[config.mk]
export PLATFORM = sky130hd
export DESIGN_NAME = fan_pwm_ramp_arbiter
export DESIGN_NICKNAME = d
export VERILOG_FILES = /design/src/design/fan_ramp_pkg.sv /design/src/design/fan_pwm_ramp_arbiter.sv /design/src/design/ramp_engine.sv
export SDC_FILE = /design/constraint.sdc
export NUM_CORES = 1
export LEC_CHECK = 0
export BUFFER_PORTS_ARGS = -buffer_cell sky130_fd_sc_hd__buf_4
export CORE_ASPECT_RATIO = 1.5
export CORE_MARGIN = 4
export CORE_UTILIZATION = 60
export CTS_CLUSTER_DIAMETER = 30
export CTS_CLUSTER_SIZE = 28
export DETAILED_ROUTE_END_ITERATION = 12
export PLACE_DENSITY_LB_ADDON = 0.12
export SYNTH_ARGS = -nofsm -noshare
export SYNTH_HDL_FRONTEND = slang
export SYNTH_HIERARCHICAL = 1
export SYNTH_SLANG_ARGS = --single-unit
[constraint.sdc]
create_clock -name clk_in -period 11.5 [get_ports clk_in]
set_input_delay 0.575 -clock clk_in [delete_from_list [all_inputs] [get_ports clk_in]]
set_output_delay 0.575 -clock clk_in [all_outputs]
set_load 0.005 [all_outputs]
[src/design/fan_ramp_pkg.sv]
package fan_ramp_pkg;

   // Duty step codes: zero is off, the top code is full duty
   localparam int DUTY_W = 4;
   localparam logic [3:0] DUTY_OFF = 4'h0;
   localparam logic [3:0] DUTY_MIN = 4'h1;
   localparam logic [3:0] DUTY_FULL = 4'hd;

   // Millisecond tick from the 250 MHz clock
   localparam int CLK_MHZ = 250;
   localparam int TICK_US = 1000;
   localparam int TICK_CYCLES = CLK_MHZ * TICK_US;
   localparam int TICK_W = 18;
   localparam logic [17:0] TICK_LAST = 18'(TICK_CYCLES - 1);

   // Interval of the ramp and of spin-up, in milliseconds
   localparam int MS_W = 8;
   localparam logic [7:0] MS_ZERO = 8'h00;
   localparam logic [7:0] MS_ONE = 8'h01;

   // Ramp engine state
   typedef struct packed {
      logic enabled;
      logic [3:0] duty;
      logic [7:0] ms_count;
   } ramp_state_s;

   // Bindings for one fan output: bit 0 source 1, bit 1 source 2
   typedef struct packed {
      logic [1:0] regulator;
      logic [1:0] throttle;
   } binding_s;

   // Per output configuration
   typedef struct packed {
      binding_s bind_sel;
      logic manual_en;
      logic [3:0] manual_duty;
      logic [3:0] auto_duty;
      logic [3:0] spinup_duty;
      logic [7:0] spinup_ms;
   } fan_cfg_s;

   typedef enum logic [1:0] {SPIN_IDLE, SPIN_RUN} spin_e;

endpackage : fan_ramp_pkg

[src/design/fan_pwm_ramp_arbiter.sv]
// Contract
// - Regulator hot while idle captures other-function duty
// - Enabling requests captured duty plus one step
// - Hot and enabled: step up each interval
// - Cool and enabled: step down each interval
// - Cool and below others: engine disables
// - Re-enable only after engine disabled itself
// - One engine per regulator input per output
// - Both regulators bound: take larger ramp duty
// - Throttle over threshold ramps like regulator
// - Fresh measurement under threshold starts ramp-down
// - Throttle inputs use own binding settings
// - Both throttles bound: take larger ramp duty
// - Manual override sets duty directly, may rise
// - Final duty zero to nonzero triggers spin-up; code never starts it under manual control
// - Spin-up holds programmed duty for programmed time
// - Final duty is max of active categories
// - Duty is 4-bit code, thirteen top
// - Boost, tach limit, override force full duty
`timescale 1ns/1ns
module fan_pwm_ramp_arbiter (
   // Clock and reset
   input wire logic clk_in,
   input wire logic rst_n_in,
   // Hot inputs from pins, asynchronous
   input wire logic regulator_overtemp_1_in,
   input wire logic regulator_overtemp_2_in,
   // Throttle measurements, same clock
   input wire logic [7:0] cpu_throttle_1_level_in,
   input wire logic [7:0] cpu_throttle_2_level_in,
   input wire logic cpu_throttle_1_valid_in,
   input wire logic cpu_throttle_2_valid_in,
   input wire logic [7:0] cpu_throttle_1_limit_in,
   input wire logic [7:0] cpu_throttle_2_limit_in,
   // Full duty conditions
   input wire logic boost_temp_in,
   input wire logic tach_limit_in,
   input wire logic force_full_duty_in,
   // Ramp interval in milliseconds
   input wire logic [7:0] ramp_interval_ms_in,
   // Per output configuration
   input wire fan_ramp_pkg::fan_cfg_s fan_drive_1_cfg_in,
   input wire fan_ramp_pkg::fan_cfg_s fan_drive_2_cfg_in,
   // Final duty codes to the power stage
   output logic [3:0] fan_drive_1_duty_out,
   output logic [3:0] fan_drive_2_duty_out,
   output logic [1:0] spinup_active_out
);
   localparam int NFAN = 2;

   // Whole state of this module
   typedef struct packed {
      logic [2:0] reg1_sync;
      logic [2:0] reg2_sync;
      logic reg1_hot;
      logic reg2_hot;
      logic thr1_hot;
      logic thr2_hot;
      logic [17:0] tick_count;
      logic ms_tick;
      logic [1:0][3:0] final_duty;
      logic [1:0] spin_run;
      logic [1:0][7:0] spin_ms;
   } arb_state_s;

   arb_state_s st;
   arb_state_s next_st;
   fan_ramp_pkg::fan_cfg_s cfg [NFAN];
   logic [1:0][3:0] other_duty;
   logic [1:0][3:0] combined;
   logic [1:0][3:0][3:0] eng_duty;
   logic [1:0][3:0] eng_hot;

   assign cfg[0] = fan_drive_1_cfg_in;
   assign cfg[1] = fan_drive_2_cfg_in;

   function automatic logic [3:0] max4(input logic [3:0] a, input logic [3:0] b);
      max4 = (a > b) ? a : b;
   endfunction : max4

   // Engines per output: regulator 1, regulator 2, throttle 1, throttle 2
   // A source not bound to this output never heats its engine
   genvar f, e;
   generate
      for (f = 0; f < NFAN; f++) begin : g_fan
         assign eng_hot[f][0] = st.reg1_hot && cfg[f].bind_sel.regulator[0];
         assign eng_hot[f][1] = st.reg2_hot && cfg[f].bind_sel.regulator[1];
         assign eng_hot[f][2] = st.thr1_hot && cfg[f].bind_sel.throttle[0];
         assign eng_hot[f][3] = st.thr2_hot && cfg[f].bind_sel.throttle[1];
         for (e = 0; e < 4; e++) begin : g_eng
            ramp_engine u_eng (
               .clk_in(clk_in),
               .rst_n_in(rst_n_in),
               .ms_tick_in(st.ms_tick),
               .hot_in(eng_hot[f][e]),
               .other_duty_in(other_duty[f]),
               .interval_ms_in(ramp_interval_ms_in),
               .active_out(),
               .duty_out(eng_duty[f][e])
            );
         end
      end
   endgenerate

   // Arbitration of the categories for each output
   always_comb begin
      for (int i = 0; i < NFAN; i++) begin
         if (cfg[i].manual_en) begin
            other_duty[i] = cfg[i].manual_duty;
         end else if (st.spin_run[i]) begin
            other_duty[i] = max4(cfg[i].spinup_duty, cfg[i].auto_duty);
         end else begin
            other_duty[i] = cfg[i].auto_duty;
         end
         // Ramps and full duty stay out of other_duty, or an engine would chase itself
         combined[i] = max4(max4(eng_duty[i][0], eng_duty[i][1]),
                            max4(eng_duty[i][2], eng_duty[i][3]));
         combined[i] = max4(combined[i], other_duty[i]);
         if (boost_temp_in || tach_limit_in || force_full_duty_in) begin
            combined[i] = fan_ramp_pkg::DUTY_FULL;
         end
         if (combined[i] > fan_ramp_pkg::DUTY_FULL) begin
            combined[i] = fan_ramp_pkg::DUTY_FULL;
         end
      end
   end

   // Synchronisers, throttle compare, tick and spin-up timers
   always_comb begin
      next_st = st;
      // Pin inputs move only when the second and third stages agree
      next_st.reg1_sync = {st.reg1_sync[1:0], regulator_overtemp_1_in};
      next_st.reg2_sync = {st.reg2_sync[1:0], regulator_overtemp_2_in};
      if (st.reg1_sync[1] == st.reg1_sync[2]) begin
         next_st.reg1_hot = st.reg1_sync[2];
      end
      if (st.reg2_sync[1] == st.reg2_sync[2]) begin
         next_st.reg2_hot = st.reg2_sync[2];
      end
      // Throttle hot holds between measurements; only a fresh one changes it
      if (cpu_throttle_1_valid_in) begin
         next_st.thr1_hot = cpu_throttle_1_level_in > cpu_throttle_1_limit_in;
      end
      if (cpu_throttle_2_valid_in) begin
         next_st.thr2_hot = cpu_throttle_2_level_in > cpu_throttle_2_limit_in;
      end
      // Free running millisecond tick
      next_st.ms_tick = 1'b0;
      if (st.tick_count == fan_ramp_pkg::TICK_LAST) begin
         next_st.tick_count = '0;
         next_st.ms_tick = 1'b1;
      end else begin
         next_st.tick_count = st.tick_count + 18'h00001;
      end
      for (int i = 0; i < NFAN; i++) begin
         next_st.final_duty[i] = combined[i];
         // Spin-up counts whole milliseconds; zero length never runs
         if (st.spin_run[i]) begin
            if (st.ms_tick) begin
               next_st.spin_ms[i] = st.spin_ms[i] - fan_ramp_pkg::MS_ONE;
               if (st.spin_ms[i] <= fan_ramp_pkg::MS_ONE) begin
                  next_st.spin_run[i] = 1'b0;
               end
            end
         end
         if (!cfg[i].manual_en && st.final_duty[i] == fan_ramp_pkg::DUTY_OFF
             && combined[i] != fan_ramp_pkg::DUTY_OFF
             && cfg[i].spinup_ms != fan_ramp_pkg::MS_ZERO) begin
            next_st.spin_run[i] = 1'b1;
            next_st.spin_ms[i] = cfg[i].spinup_ms;
         end
      end
   end

   // State register
   always_ff @(posedge clk_in) begin
      if (!rst_n_in) begin
         st <= '0;
      end else begin
         st <= next_st;
      end
   end

   assign fan_drive_1_duty_out = st.final_duty[0];
   assign fan_drive_2_duty_out = st.final_duty[1];
   assign spinup_active_out = st.spin_run;

   // Full duty conditions reach both outputs one cycle later
   full_duty_a: assert property (@(posedge clk_in) disable iff (!rst_n_in)
      (boost_temp_in || tach_limit_in || force_full_duty_in) |=>
      (fan_drive_1_duty_out == fan_ramp_pkg::DUTY_FULL
       && fan_drive_2_duty_out == fan_ramp_pkg::DUTY_FULL))
      else $error("full duty not forced");

   // Output code never passes the top step
   duty_code_a: assert property (@(posedge clk_in) disable iff (!rst_n_in)
      fan_drive_1_duty_out <= fan_ramp_pkg::DUTY_FULL
      && fan_drive_2_duty_out <= fan_ramp_pkg::DUTY_FULL)
      else $error("duty code above top step");

   // Manual value is a floor for either output
   manual_floor_a: assert property (@(posedge clk_in) disable iff (!rst_n_in)
      1'h1 |=>
      ((!$past(fan_drive_1_cfg_in.manual_en)
        || fan_drive_1_duty_out >= $past(fan_drive_1_cfg_in.manual_duty))
       && (!$past(fan_drive_2_cfg_in.manual_en)
        || fan_drive_2_duty_out >= $past(fan_drive_2_cfg_in.manual_duty))))
      else $error("output below manual duty");

   // Output takes at least the larger regulator ramp
   reg_max_a: assert property (@(posedge clk_in) disable iff (!rst_n_in)
      1'b1 |=> (fan_drive_1_duty_out >= $past(eng_duty[0][0])
                && fan_drive_1_duty_out >= $past(eng_duty[0][1])))
      else $error("output below regulator ramps");

   // Second output takes at least its regulator ramps as well
   fan2_reg_max_a: assert property (@(posedge clk_in) disable iff (!rst_n_in)
      1'h1 |=> (fan_drive_2_duty_out >= $past(eng_duty[1][0])
                && fan_drive_2_duty_out >= $past(eng_duty[1][1])))
      else $error("second output below regulator ramps");

   // Throttle ramps are a floor too
   thr_max_a: assert property (@(posedge clk_in) disable iff (!rst_n_in)
      1'b1 |=> (fan_drive_2_duty_out >= $past(eng_duty[1][2])
                && fan_drive_2_duty_out >= $past(eng_duty[1][3])))
      else $error("output below throttle ramps");

   // First output takes at least its throttle ramps
   fan1_thr_max_a: assert property (@(posedge clk_in) disable iff (!rst_n_in)
      1'h1 |=> (fan_drive_1_duty_out >= $past(eng_duty[0][2])
                && fan_drive_1_duty_out >= $past(eng_duty[0][3])))
      else $error("first output below throttle ramps");

   // Without manual control the automatic request is a floor, up to the top step
   auto_floor_a: assert property (@(posedge clk_in) disable iff (!rst_n_in)
      !fan_drive_1_cfg_in.manual_en |=>
      (fan_drive_1_duty_out >= $past(fan_drive_1_cfg_in.auto_duty)
       || fan_drive_1_duty_out == fan_ramp_pkg::DUTY_FULL))
      else $error("output below automatic duty");

   // Zero to nonzero starts spin-up when a length is programmed
   spin_start_a: assert property (@(posedge clk_in) disable iff (!rst_n_in)
      (!fan_drive_1_cfg_in.manual_en && st.final_duty[0] == fan_ramp_pkg::DUTY_OFF
       && combined[0] != fan_ramp_pkg::DUTY_OFF
       && fan_drive_1_cfg_in.spinup_ms != fan_ramp_pkg::MS_ZERO) |=> spinup_active_out[0])
      else $error("spin-up not triggered");

   // A running spin-up lifts the first output to its programmed duty
   spin_floor_a: assert property (@(posedge clk_in) disable iff (!rst_n_in)
      (spinup_active_out[0] && !fan_drive_1_cfg_in.manual_en) |=>
      (fan_drive_1_duty_out >= $past(fan_drive_1_cfg_in.spinup_duty)
       || fan_drive_1_duty_out == fan_ramp_pkg::DUTY_FULL))
      else $error("spin-up duty not applied");

   // Manual control replaces spin-up, so it never starts under manual control
   spin_manual_a: assert property (@(posedge clk_in) disable iff (!rst_n_in)
      (fan_drive_2_cfg_in.manual_en && !spinup_active_out[1]) |=> !spinup_active_out[1])
      else $error("spin-up started under manual control");

   // With no ramp and no full duty, manual control sets the output exactly
   manual_exact_a: assert property (@(posedge clk_in) disable iff (!rst_n_in)
      (fan_drive_2_cfg_in.manual_en && eng_duty[1] == '0
       && !boost_temp_in && !tach_limit_in && !force_full_duty_in) |=>
      (fan_drive_2_duty_out == $past(fan_drive_2_cfg_in.manual_duty)))
      else $error("output not at manual duty");

   // A pin level counts only once the last two synchroniser stages agree
   pin_sync_a: assert property (@(posedge clk_in) disable iff (!rst_n_in)
      (st.reg1_sync[1] != st.reg1_sync[2]) |=> $stable(st.reg1_hot))
      else $error("regulator level moved before the stages agreed");

   // Throttle level holds between fresh measurements
   thr_hold_a: assert property (@(posedge clk_in) disable iff (!rst_n_in)
      !cpu_throttle_1_valid_in |=> $stable(st.thr1_hot))
      else $error("throttle level moved without a measurement");

   // A fresh measurement above the limit marks the throttle hot
   thr_fresh_a: assert property (@(posedge clk_in) disable iff (!rst_n_in)
      cpu_throttle_2_valid_in |=>
      (st.thr2_hot == ($past(cpu_throttle_2_level_in) > $past(cpu_throttle_2_limit_in))))
      else $error("throttle compare wrong");

   // Ticks never come back to back
   tick_gap_a: assert property (@(posedge clk_in) disable iff (!rst_n_in)
      st.ms_tick |=> !st.ms_tick [*8])
      else $error("tick repeated too soon");

   // The tick follows the last divider count and nothing else
   tick_place_a: assert property (@(posedge clk_in) disable iff (!rst_n_in)
      1'h1 |=> (st.ms_tick == ($past(st.tick_count) == fan_ramp_pkg::TICK_LAST)))
      else $error("tick out of place");

   // Divider never runs past its last count
   tick_count_a: assert property (@(posedge clk_in) disable iff (!rst_n_in)
      st.tick_count <= fan_ramp_pkg::TICK_LAST)
      else $error("tick divider overran");

   // Reset clears both outputs and any spin-up in one edge
   reset_quiet_a: assert property (@(posedge clk_in)
      !rst_n_in |=> (fan_drive_1_duty_out == fan_ramp_pkg::DUTY_OFF
                     && fan_drive_2_duty_out == fan_ramp_pkg::DUTY_OFF
                     && spinup_active_out == 2'h0))
      else $error("outputs not cleared by reset");
endmodule : fan_pwm_ramp_arbiter

[src/design/ramp_engine.sv]
`timescale 1ns/1ns
module ramp_engine (
   // Clock and reset
   input wire logic clk_in,
   input wire logic rst_n_in,
   input wire logic ms_tick_in,
   // Control
   input wire logic hot_in,
   input wire logic [3:0] other_duty_in,
   input wire logic [7:0] interval_ms_in,
   // Result
   output logic active_out,
   output logic [3:0] duty_out
);
   fan_ramp_pkg::ramp_state_s st;
   fan_ramp_pkg::ramp_state_s next_st;
   logic step_due;

   // Step comes due once the programmed interval of ticks has passed
   always_comb begin
      step_due = ms_tick_in && (st.ms_count + fan_ramp_pkg::MS_ONE >= interval_ms_in);
   end

   // Enable on hot, ramp while enabled, drop out once cool and below the others
   always_comb begin
      next_st = st;
      if (!st.enabled) begin
         if (hot_in) begin
            next_st.enabled = 1'b1;
            next_st.ms_count = fan_ramp_pkg::MS_ZERO;
            if (other_duty_in >= fan_ramp_pkg::DUTY_FULL) begin
               next_st.duty = fan_ramp_pkg::DUTY_FULL;
            end else begin
               next_st.duty = other_duty_in + fan_ramp_pkg::DUTY_MIN;
            end
         end
      end else if (!hot_in && st.duty < other_duty_in) begin
         next_st.enabled = 1'b0;
         next_st.duty = fan_ramp_pkg::DUTY_OFF;
      end else begin
         if (ms_tick_in) begin
            next_st.ms_count = st.ms_count + fan_ramp_pkg::MS_ONE;
         end
         if (step_due) begin
            next_st.ms_count = fan_ramp_pkg::MS_ZERO;
            if (hot_in && st.duty < fan_ramp_pkg::DUTY_FULL) begin
               next_st.duty = st.duty + fan_ramp_pkg::DUTY_MIN;
            end else if (!hot_in && st.duty > fan_ramp_pkg::DUTY_MIN) begin
               next_st.duty = st.duty - fan_ramp_pkg::DUTY_MIN;
            end
         end
      end
   end

   // State register
   always_ff @(posedge clk_in) begin
      if (!rst_n_in) begin
         st <= '0;
      end else begin
         st <= next_st;
      end
   end

   assign active_out = st.enabled;
   assign duty_out = st.enabled ? st.duty : fan_ramp_pkg::DUTY_OFF;

   // Enabling lands one step above the captured request
   enable_step_a: assert property (@(posedge clk_in) disable iff (!rst_n_in)
      (!st.enabled && hot_in && other_duty_in < fan_ramp_pkg::DUTY_FULL) |=>
      (st.enabled && st.duty == $past(other_duty_in) + fan_ramp_pkg::DUTY_MIN))
      else $error("ramp did not enable at captured plus one");
   // Duty never leaves the legal code range while enabled
   duty_range_a: assert property (@(posedge clk_in) disable iff (!rst_n_in)
      st.enabled |-> (st.duty >= fan_ramp_pkg::DUTY_MIN && st.duty <= fan_ramp_pkg::DUTY_FULL))
      else $error("ramp duty out of range");
   // Hot while enabled never lowers the duty
   hot_no_fall_a: assert property (@(posedge clk_in) disable iff (!rst_n_in)
      (st.enabled && hot_in) |=> (st.duty >= $past(st.duty)))
      else $error("ramp fell while hot");
   // Cool while enabled never raises the duty
   cool_no_rise_a: assert property (@(posedge clk_in) disable iff (!rst_n_in)
      (st.enabled && !hot_in) |=> (!st.enabled || st.duty <= $past(st.duty)))
      else $error("ramp rose while cool");
   // Stays enabled while hot
   stay_on_a: assert property (@(posedge clk_in) disable iff (!rst_n_in)
      (st.enabled && hot_in) |=> st.enabled)
      else $error("ramp dropped while hot");
endmodule : ramp_engine

## After elaboration in Yosys (flattened, before gate mapping)

Index checks and enable logic that the tools add are counted.

- Mux-type cells: 115
- Reduce and logical (&&, ||, !) cells: 95
- Bitwise logic cells: 1
- Shift-type cells: 0
- Multipliers: 0
- Divide/modulo/power cells: 0
- Add/sub/neg operators: 29
- Magnitude comparators: 50
- Equality and inequality tests: 35

Operators by type and width:

| cell | count |
|---|---|
| 13-bit 2-to-1 mux | 16 |
| 4-bit 2-to-1 mux | 52 |
| 8-bit 2-to-1 mux | 22 |
| 12-bit 2-to-1 mux | 8 |
| 8-bit by 1-bit adder with 8-bit output (second input constant) | 8 |
| 8-bit >= comparator | 8 |
| 3-bit != test (second input constant) | 16 |
| 3-bit AND reduction | 16 |
| 1-bit logical AND | 46 |
| 4-bit by 1-bit adder with 4-bit output (second input constant) | 10 |
| 4-bit greater-than comparator | 10 |
| 4-bit by 1-bit greater-than comparator with 1-bit output (second input constant) | 8 |
| 4-bit less-than comparator | 8 |
| 4-bit less-than comparator (second input constant) | 8 |
| 4-bit != test (second input constant) | 8 |
| 4-bit by 1-bit subtractor with 4-bit output (second input constant) | 8 |
| 2-bit nonzero test | 12 |
| 18-bit by 1-bit adder with 18-bit output (second input constant) | 1 |
| 18-bit == test (second input constant) | 1 |
| 1-bit 2-to-1 mux | 17 |
| 8-bit greater-than comparator | 2 |
| 8-bit by 1-bit less-or-equal comparator with 1-bit output (second input constant) | 2 |
| 2-bit != test (second input constant) | 8 |
| 8-bit nonzero test | 2 |
| other kinds (11) | 28 |

- RAM bits: 0
- Bits in latches: 0
- Register bits after elaboration: 159
- Memories: 0
- Logic and storage cells: 362
- Output and inout bits: 10
- Memory bits (read-only): 0
- Bits of input ports: 99

## Logic depth before layout (Yosys ltp)

- Depth after elaboration: 15
- Gate-level depth with buffers: 26
- Gate-level depth less buffers: 24

## Cells and area by module

Netlist, hierarchy kept.

Modules (own cells, without submodules):

| module | instances | area each (µm²) | seq. area each (µm²) | cells each |
|---|---|---|---|---|
| ramp_engine | 8 | 1418.9 | 260.2 | 184 |
| fan_pwm_ramp_arbiter | 1 | 4568.1 | 1101.1 | 570 |

## Least setup slack after synthesis

OpenSTA, ideal clock, no wires.

- Path type: in2reg
- Start: in fan_drive_2_cfg_in[13] in the netlist's numbering
- End: reg st, in the netlist spinup_active_out[1]
- Stages: 17
- Slack: 6.584 ns
- Arrival: 4.801 ns
- Required time: 11.385 ns
- Buffers on the path: 1
- Library setup time: 0.115 ns
- Cells stage by stage: inv_1 ha_1 nor2b_4 o211ai_2 a21oi_2 o311ai_0 inv_1 ha_1 nor2b_1 o21a_1 o21a_1 o21ai_0 nor4_1 a22o_1 o41a_1 buf_6 o21a_1

RTL lines:

| item | line | text |
|---|---|---|
| start, declared | fan_pwm_ramp_arbiter.sv:43 | `input wire fan_ramp_pkg::fan_cfg_s fan_drive_2_cfg_in,` |
| end signal, assigned | fan_pwm_ramp_arbiter.sv:180 | `st <= next_st;` |
| end, declared | fan_pwm_ramp_arbiter.sv:66 | `arb_state_s st;` |

==> flow_metrics.env <==
export IMPL_yosys_top_cells_area="dfxtp_1 20%, ha_1 16%, inv_1 5.3%"
export IMPL_dpl_worst_slack_ns=5.758
export IMPL_syn_area_um2=15920
export IMPL_synth_top_cell_area_share_pct=20.00
export IMPL_synth_ff_type="dfxtp_1"
export IMPL_cap_violations=0
export IMPL_finalNonFillerCells=2480
export IMPL_clock_sinks=159
export IMPL_avgSynthCellArea_um2=7.796
export IMPL_worstMarginPinSlew_ns=0.7096
export IMPL_gr_total_overflow=0
export IMPL_async_reset_ff_share_pct=0
export IMPL_postSynthRegisterBits=159
export IMPL_rows=72
export IMPL_slew_headroom_pct=52.69
export IMPL_worstPathMaxFanout=9
export IMPL_power_density_nw_per_um2=80.54
export IMPL_synth_top_area_cell="dfxtp_1"
export IMPL_ant_nets=0
export IMPL_status="complete, no violations"
export IMPL_synth_most_common_cell="inv_1"
export IMPL_cts_root_buffer="clkbuf_16"
export IMPL_end_kind="flop"
export IMPL_gp_congestion=0.9269
export IMPL_core_um2=25940
export IMPL_finalHoldViolCount=0
export IMPL_grt_max_degree=69
export IMPL_period_share_pct=51.01
export IMPL_min_period_ns=5.866
export IMPL_vias=15571
export IMPL_postCtsResizedCells=0
export IMPL_yosysWarnings=6
export IMPL_path_class="reg -> reg"
export IMPL_synthCells=2042
export IMPL_drt_iter0_drc=859
export IMPL_rsz0062_at_grt="false"
export IMPL_portBuffers=108
export IMPL_clock_fmax_mhz=170.5
export IMPL_die_area_um2=29260
export IMPL_crit_path_start_kind="flop"
export IMPL_die_w_um=141.0
export IMPL_cts_setup_buffers=0
export IMPL_holdBufCountCts=0
export IMPL_syn_nets=2346
export IMPL_area_growth_pct=9.778
export IMPL_clkTransAtPathRegs_ns=0.07
export IMPL_antenna_found_initial=0
export IMPL_cts_tree="done"
export IMPL_grt_use_total_pct=28.30
export IMPL_hold_path_class="in -> reg"
export IMPL_clockBufferDepth=2
export IMPL_worstSkewPairLatency_ns=0.45
export IMPL_initial_core_util_pct=61.36
export IMPL_synth_seq_area_share_pct=20.00
export IMPL_synth_cell_types=67
export IMPL_hold_ws_ns=0.3324
export IMPL_synth_edf_count=0
export IMPL_synth_common_cells="226 x inv_1, 205 x ha_1, 159 x dfxtp_1"
export IMPL_wl_per_cell_um=16.95
export IMPL_finalSetupTns_ns=0
export IMPL_cts_htree_levels=4
export IMPL_finalPower_w=0.001408
export IMPL_vdd_drop_max_v=0.0001209
export IMPL_drt_pass1_iter_count=5
export IMPL_fillers=2300
export IMPL_drc=0
export IMPL_grt_pass1_vias=15273
export IMPL_cts_buffers=17
export IMPL_finalNetCount=2438
export IMPL_routed_wl_um=42020
export IMPL_io_pins=109
export IMPL_fin_ws_ns=5.634
export IMPL_skew_ns=0.01026
export IMPL_antenna_cells=0
export IMPL_drive_gt1_share_pct=12.39
export IMPL_die_h_um=207.5
export IMPL_dp_hpwl_um=32100
export IMPL_setup_violations=0
export IMPL_placed_cells_incl_taps=2448
export IMPL_drv_slew=0
export IMPL_grt_pass1_wl_um=70190
export IMPL_cp_arrival_ns=6.21
export IMPL_via_per_inst=6.279
export IMPL_leakagePower_nw=7.251
export IMPL_cp_required_ns=11.85
[through the flow]
stage                     instance area [um^2]  utilization [%]
after floorplan                          15920                -
final                                    17480            67.36
after global placement                   16920            65.23
after global routing                     17480            67.36
after CTS                                17480            67.36
after detailed placement                 16920            65.23
[worst max-delay path: stages (launching register included)]
cell     delay, ns
dfxtp_1       0.45
inv_1         0.21
nor2_1        0.18
inv_1         0.06
ha_1          0.30
nor2b_1       0.14
o21ai_0       0.09
a21oi_1       0.40
mux2i_1       0.33
inv_1         0.08
ha_1          0.31
a21oi_1       0.14
o21ai_0       0.09
o21ai_1       0.23
mux2i_1       0.39
ha_1          0.31
nor2b_1       0.14
o21a_1        0.18
o21a_1        0.17
o21ai_0       0.27
nor4_1        0.12
a22o_1        0.28
o41a_1        0.64
o21a_1        0.26
[layout by cell type, fill, tap and decap left out, types with 9 or more instances in the layout]
cell type	instances
buf_4	118
clkbuf_16	17
and2_1	18
and3_1	9
a31oi_1	41
a21oi_1	146
and4_1	10
a2bb2oi_1	9
o221ai_1	26
o21ai_1	9
o22ai_1	18
nor4_1	28
nor3_1	50
nand3_1	106
a21o_1	19
nand4_1	70
nor2b_1	36
nand2b_1	41
or2_2	16
xnor2_1	36
o21ai_0	104
o31ai_1	26
o21a_1	32
dfxtp_1	159
mux2i_1	49
o41ai_1	24
a211oi_2	16
nor2_1	121
xor2_1	47
nand2_1	146
ha_1	205
inv_1	226
[per-layer routing]
metal / vias to the layer above / wire, um / track usage (%)
met5: - / 0 / 0
met2: 498 / 21330 / 51.19
met1: 7274 / 16640 / 31.45
met4: 0 / 2066 / 14.58
li1: 7660 / - / -
met3: 139 / 1984 / 4.609
[sequential cells by signal (all words and copies together), names as in the netlist]
name,cells
fan_drive_1_duty_out,4
st,41
fan_drive_2_duty_out,4
spinup_active_out,2
g_fan.g_eng.u_eng/active_out,8
g_fan.g_eng.u_eng/st,96
next_st,4
[path summary, 6_finish.rpt]
kind / endpoint / startpoint / slack (ns) / depth (start not counted)
worst max register to register: spinup_active_out[1]$_SDFF_PN0_ / g_fan[1].g_eng[1].u_eng/active_out$_SDFF_PN0_ / 5.63 / 23
worst max-delay path: spinup_active_out[1]$_SDFF_PN0_ / g_fan[1].g_eng[1].u_eng/active_out$_SDFF_PN0_ / 5.63 / 23
worst min-delay path: next_st[50]$_SDFF_PN0_ / regulator_overtemp_2_in / 0.33 / 2
worst min register to register: st[27]$_SDFF_PP0_ / st[27]$_SDFF_PP0_ / 0.47 / 1
[cell families after synthesis]
| kind of cell | count (synthesis) | synth area share [%] |
|---|---|---|
| mux | 56 | 3.576 |
| xor+xnor | 83 | 4.566 |
| flops | 159 | 20.00 |
| compound gates | 552 | 24.02 |
| fa+ha+maj | 205 | 16.11 |
| simple gates | 708 | 24.23 |
| buf+inv | 279 | 7.498 |
[power breakdown]
group / internal, W / switching (W)
registers: 0.000561 / 0.0000145
logic: 0.000113 / 0.000172
clock network: 0.000283 / 0.000265
[cell type report]
class	instances	area [um^2]	share of cell area, %
multi-input cells	1604	11560	66.15
flip-flops and latches	159	3183	18.21
repair buffers	118	885.9	5.069
inverters	234	878.3	5.026
clock buffers	18	429.2	2.456
well taps	333	416.7	2.384
clock inverters	14	122.6	0.7017
(Power assumes the default switching activity.)
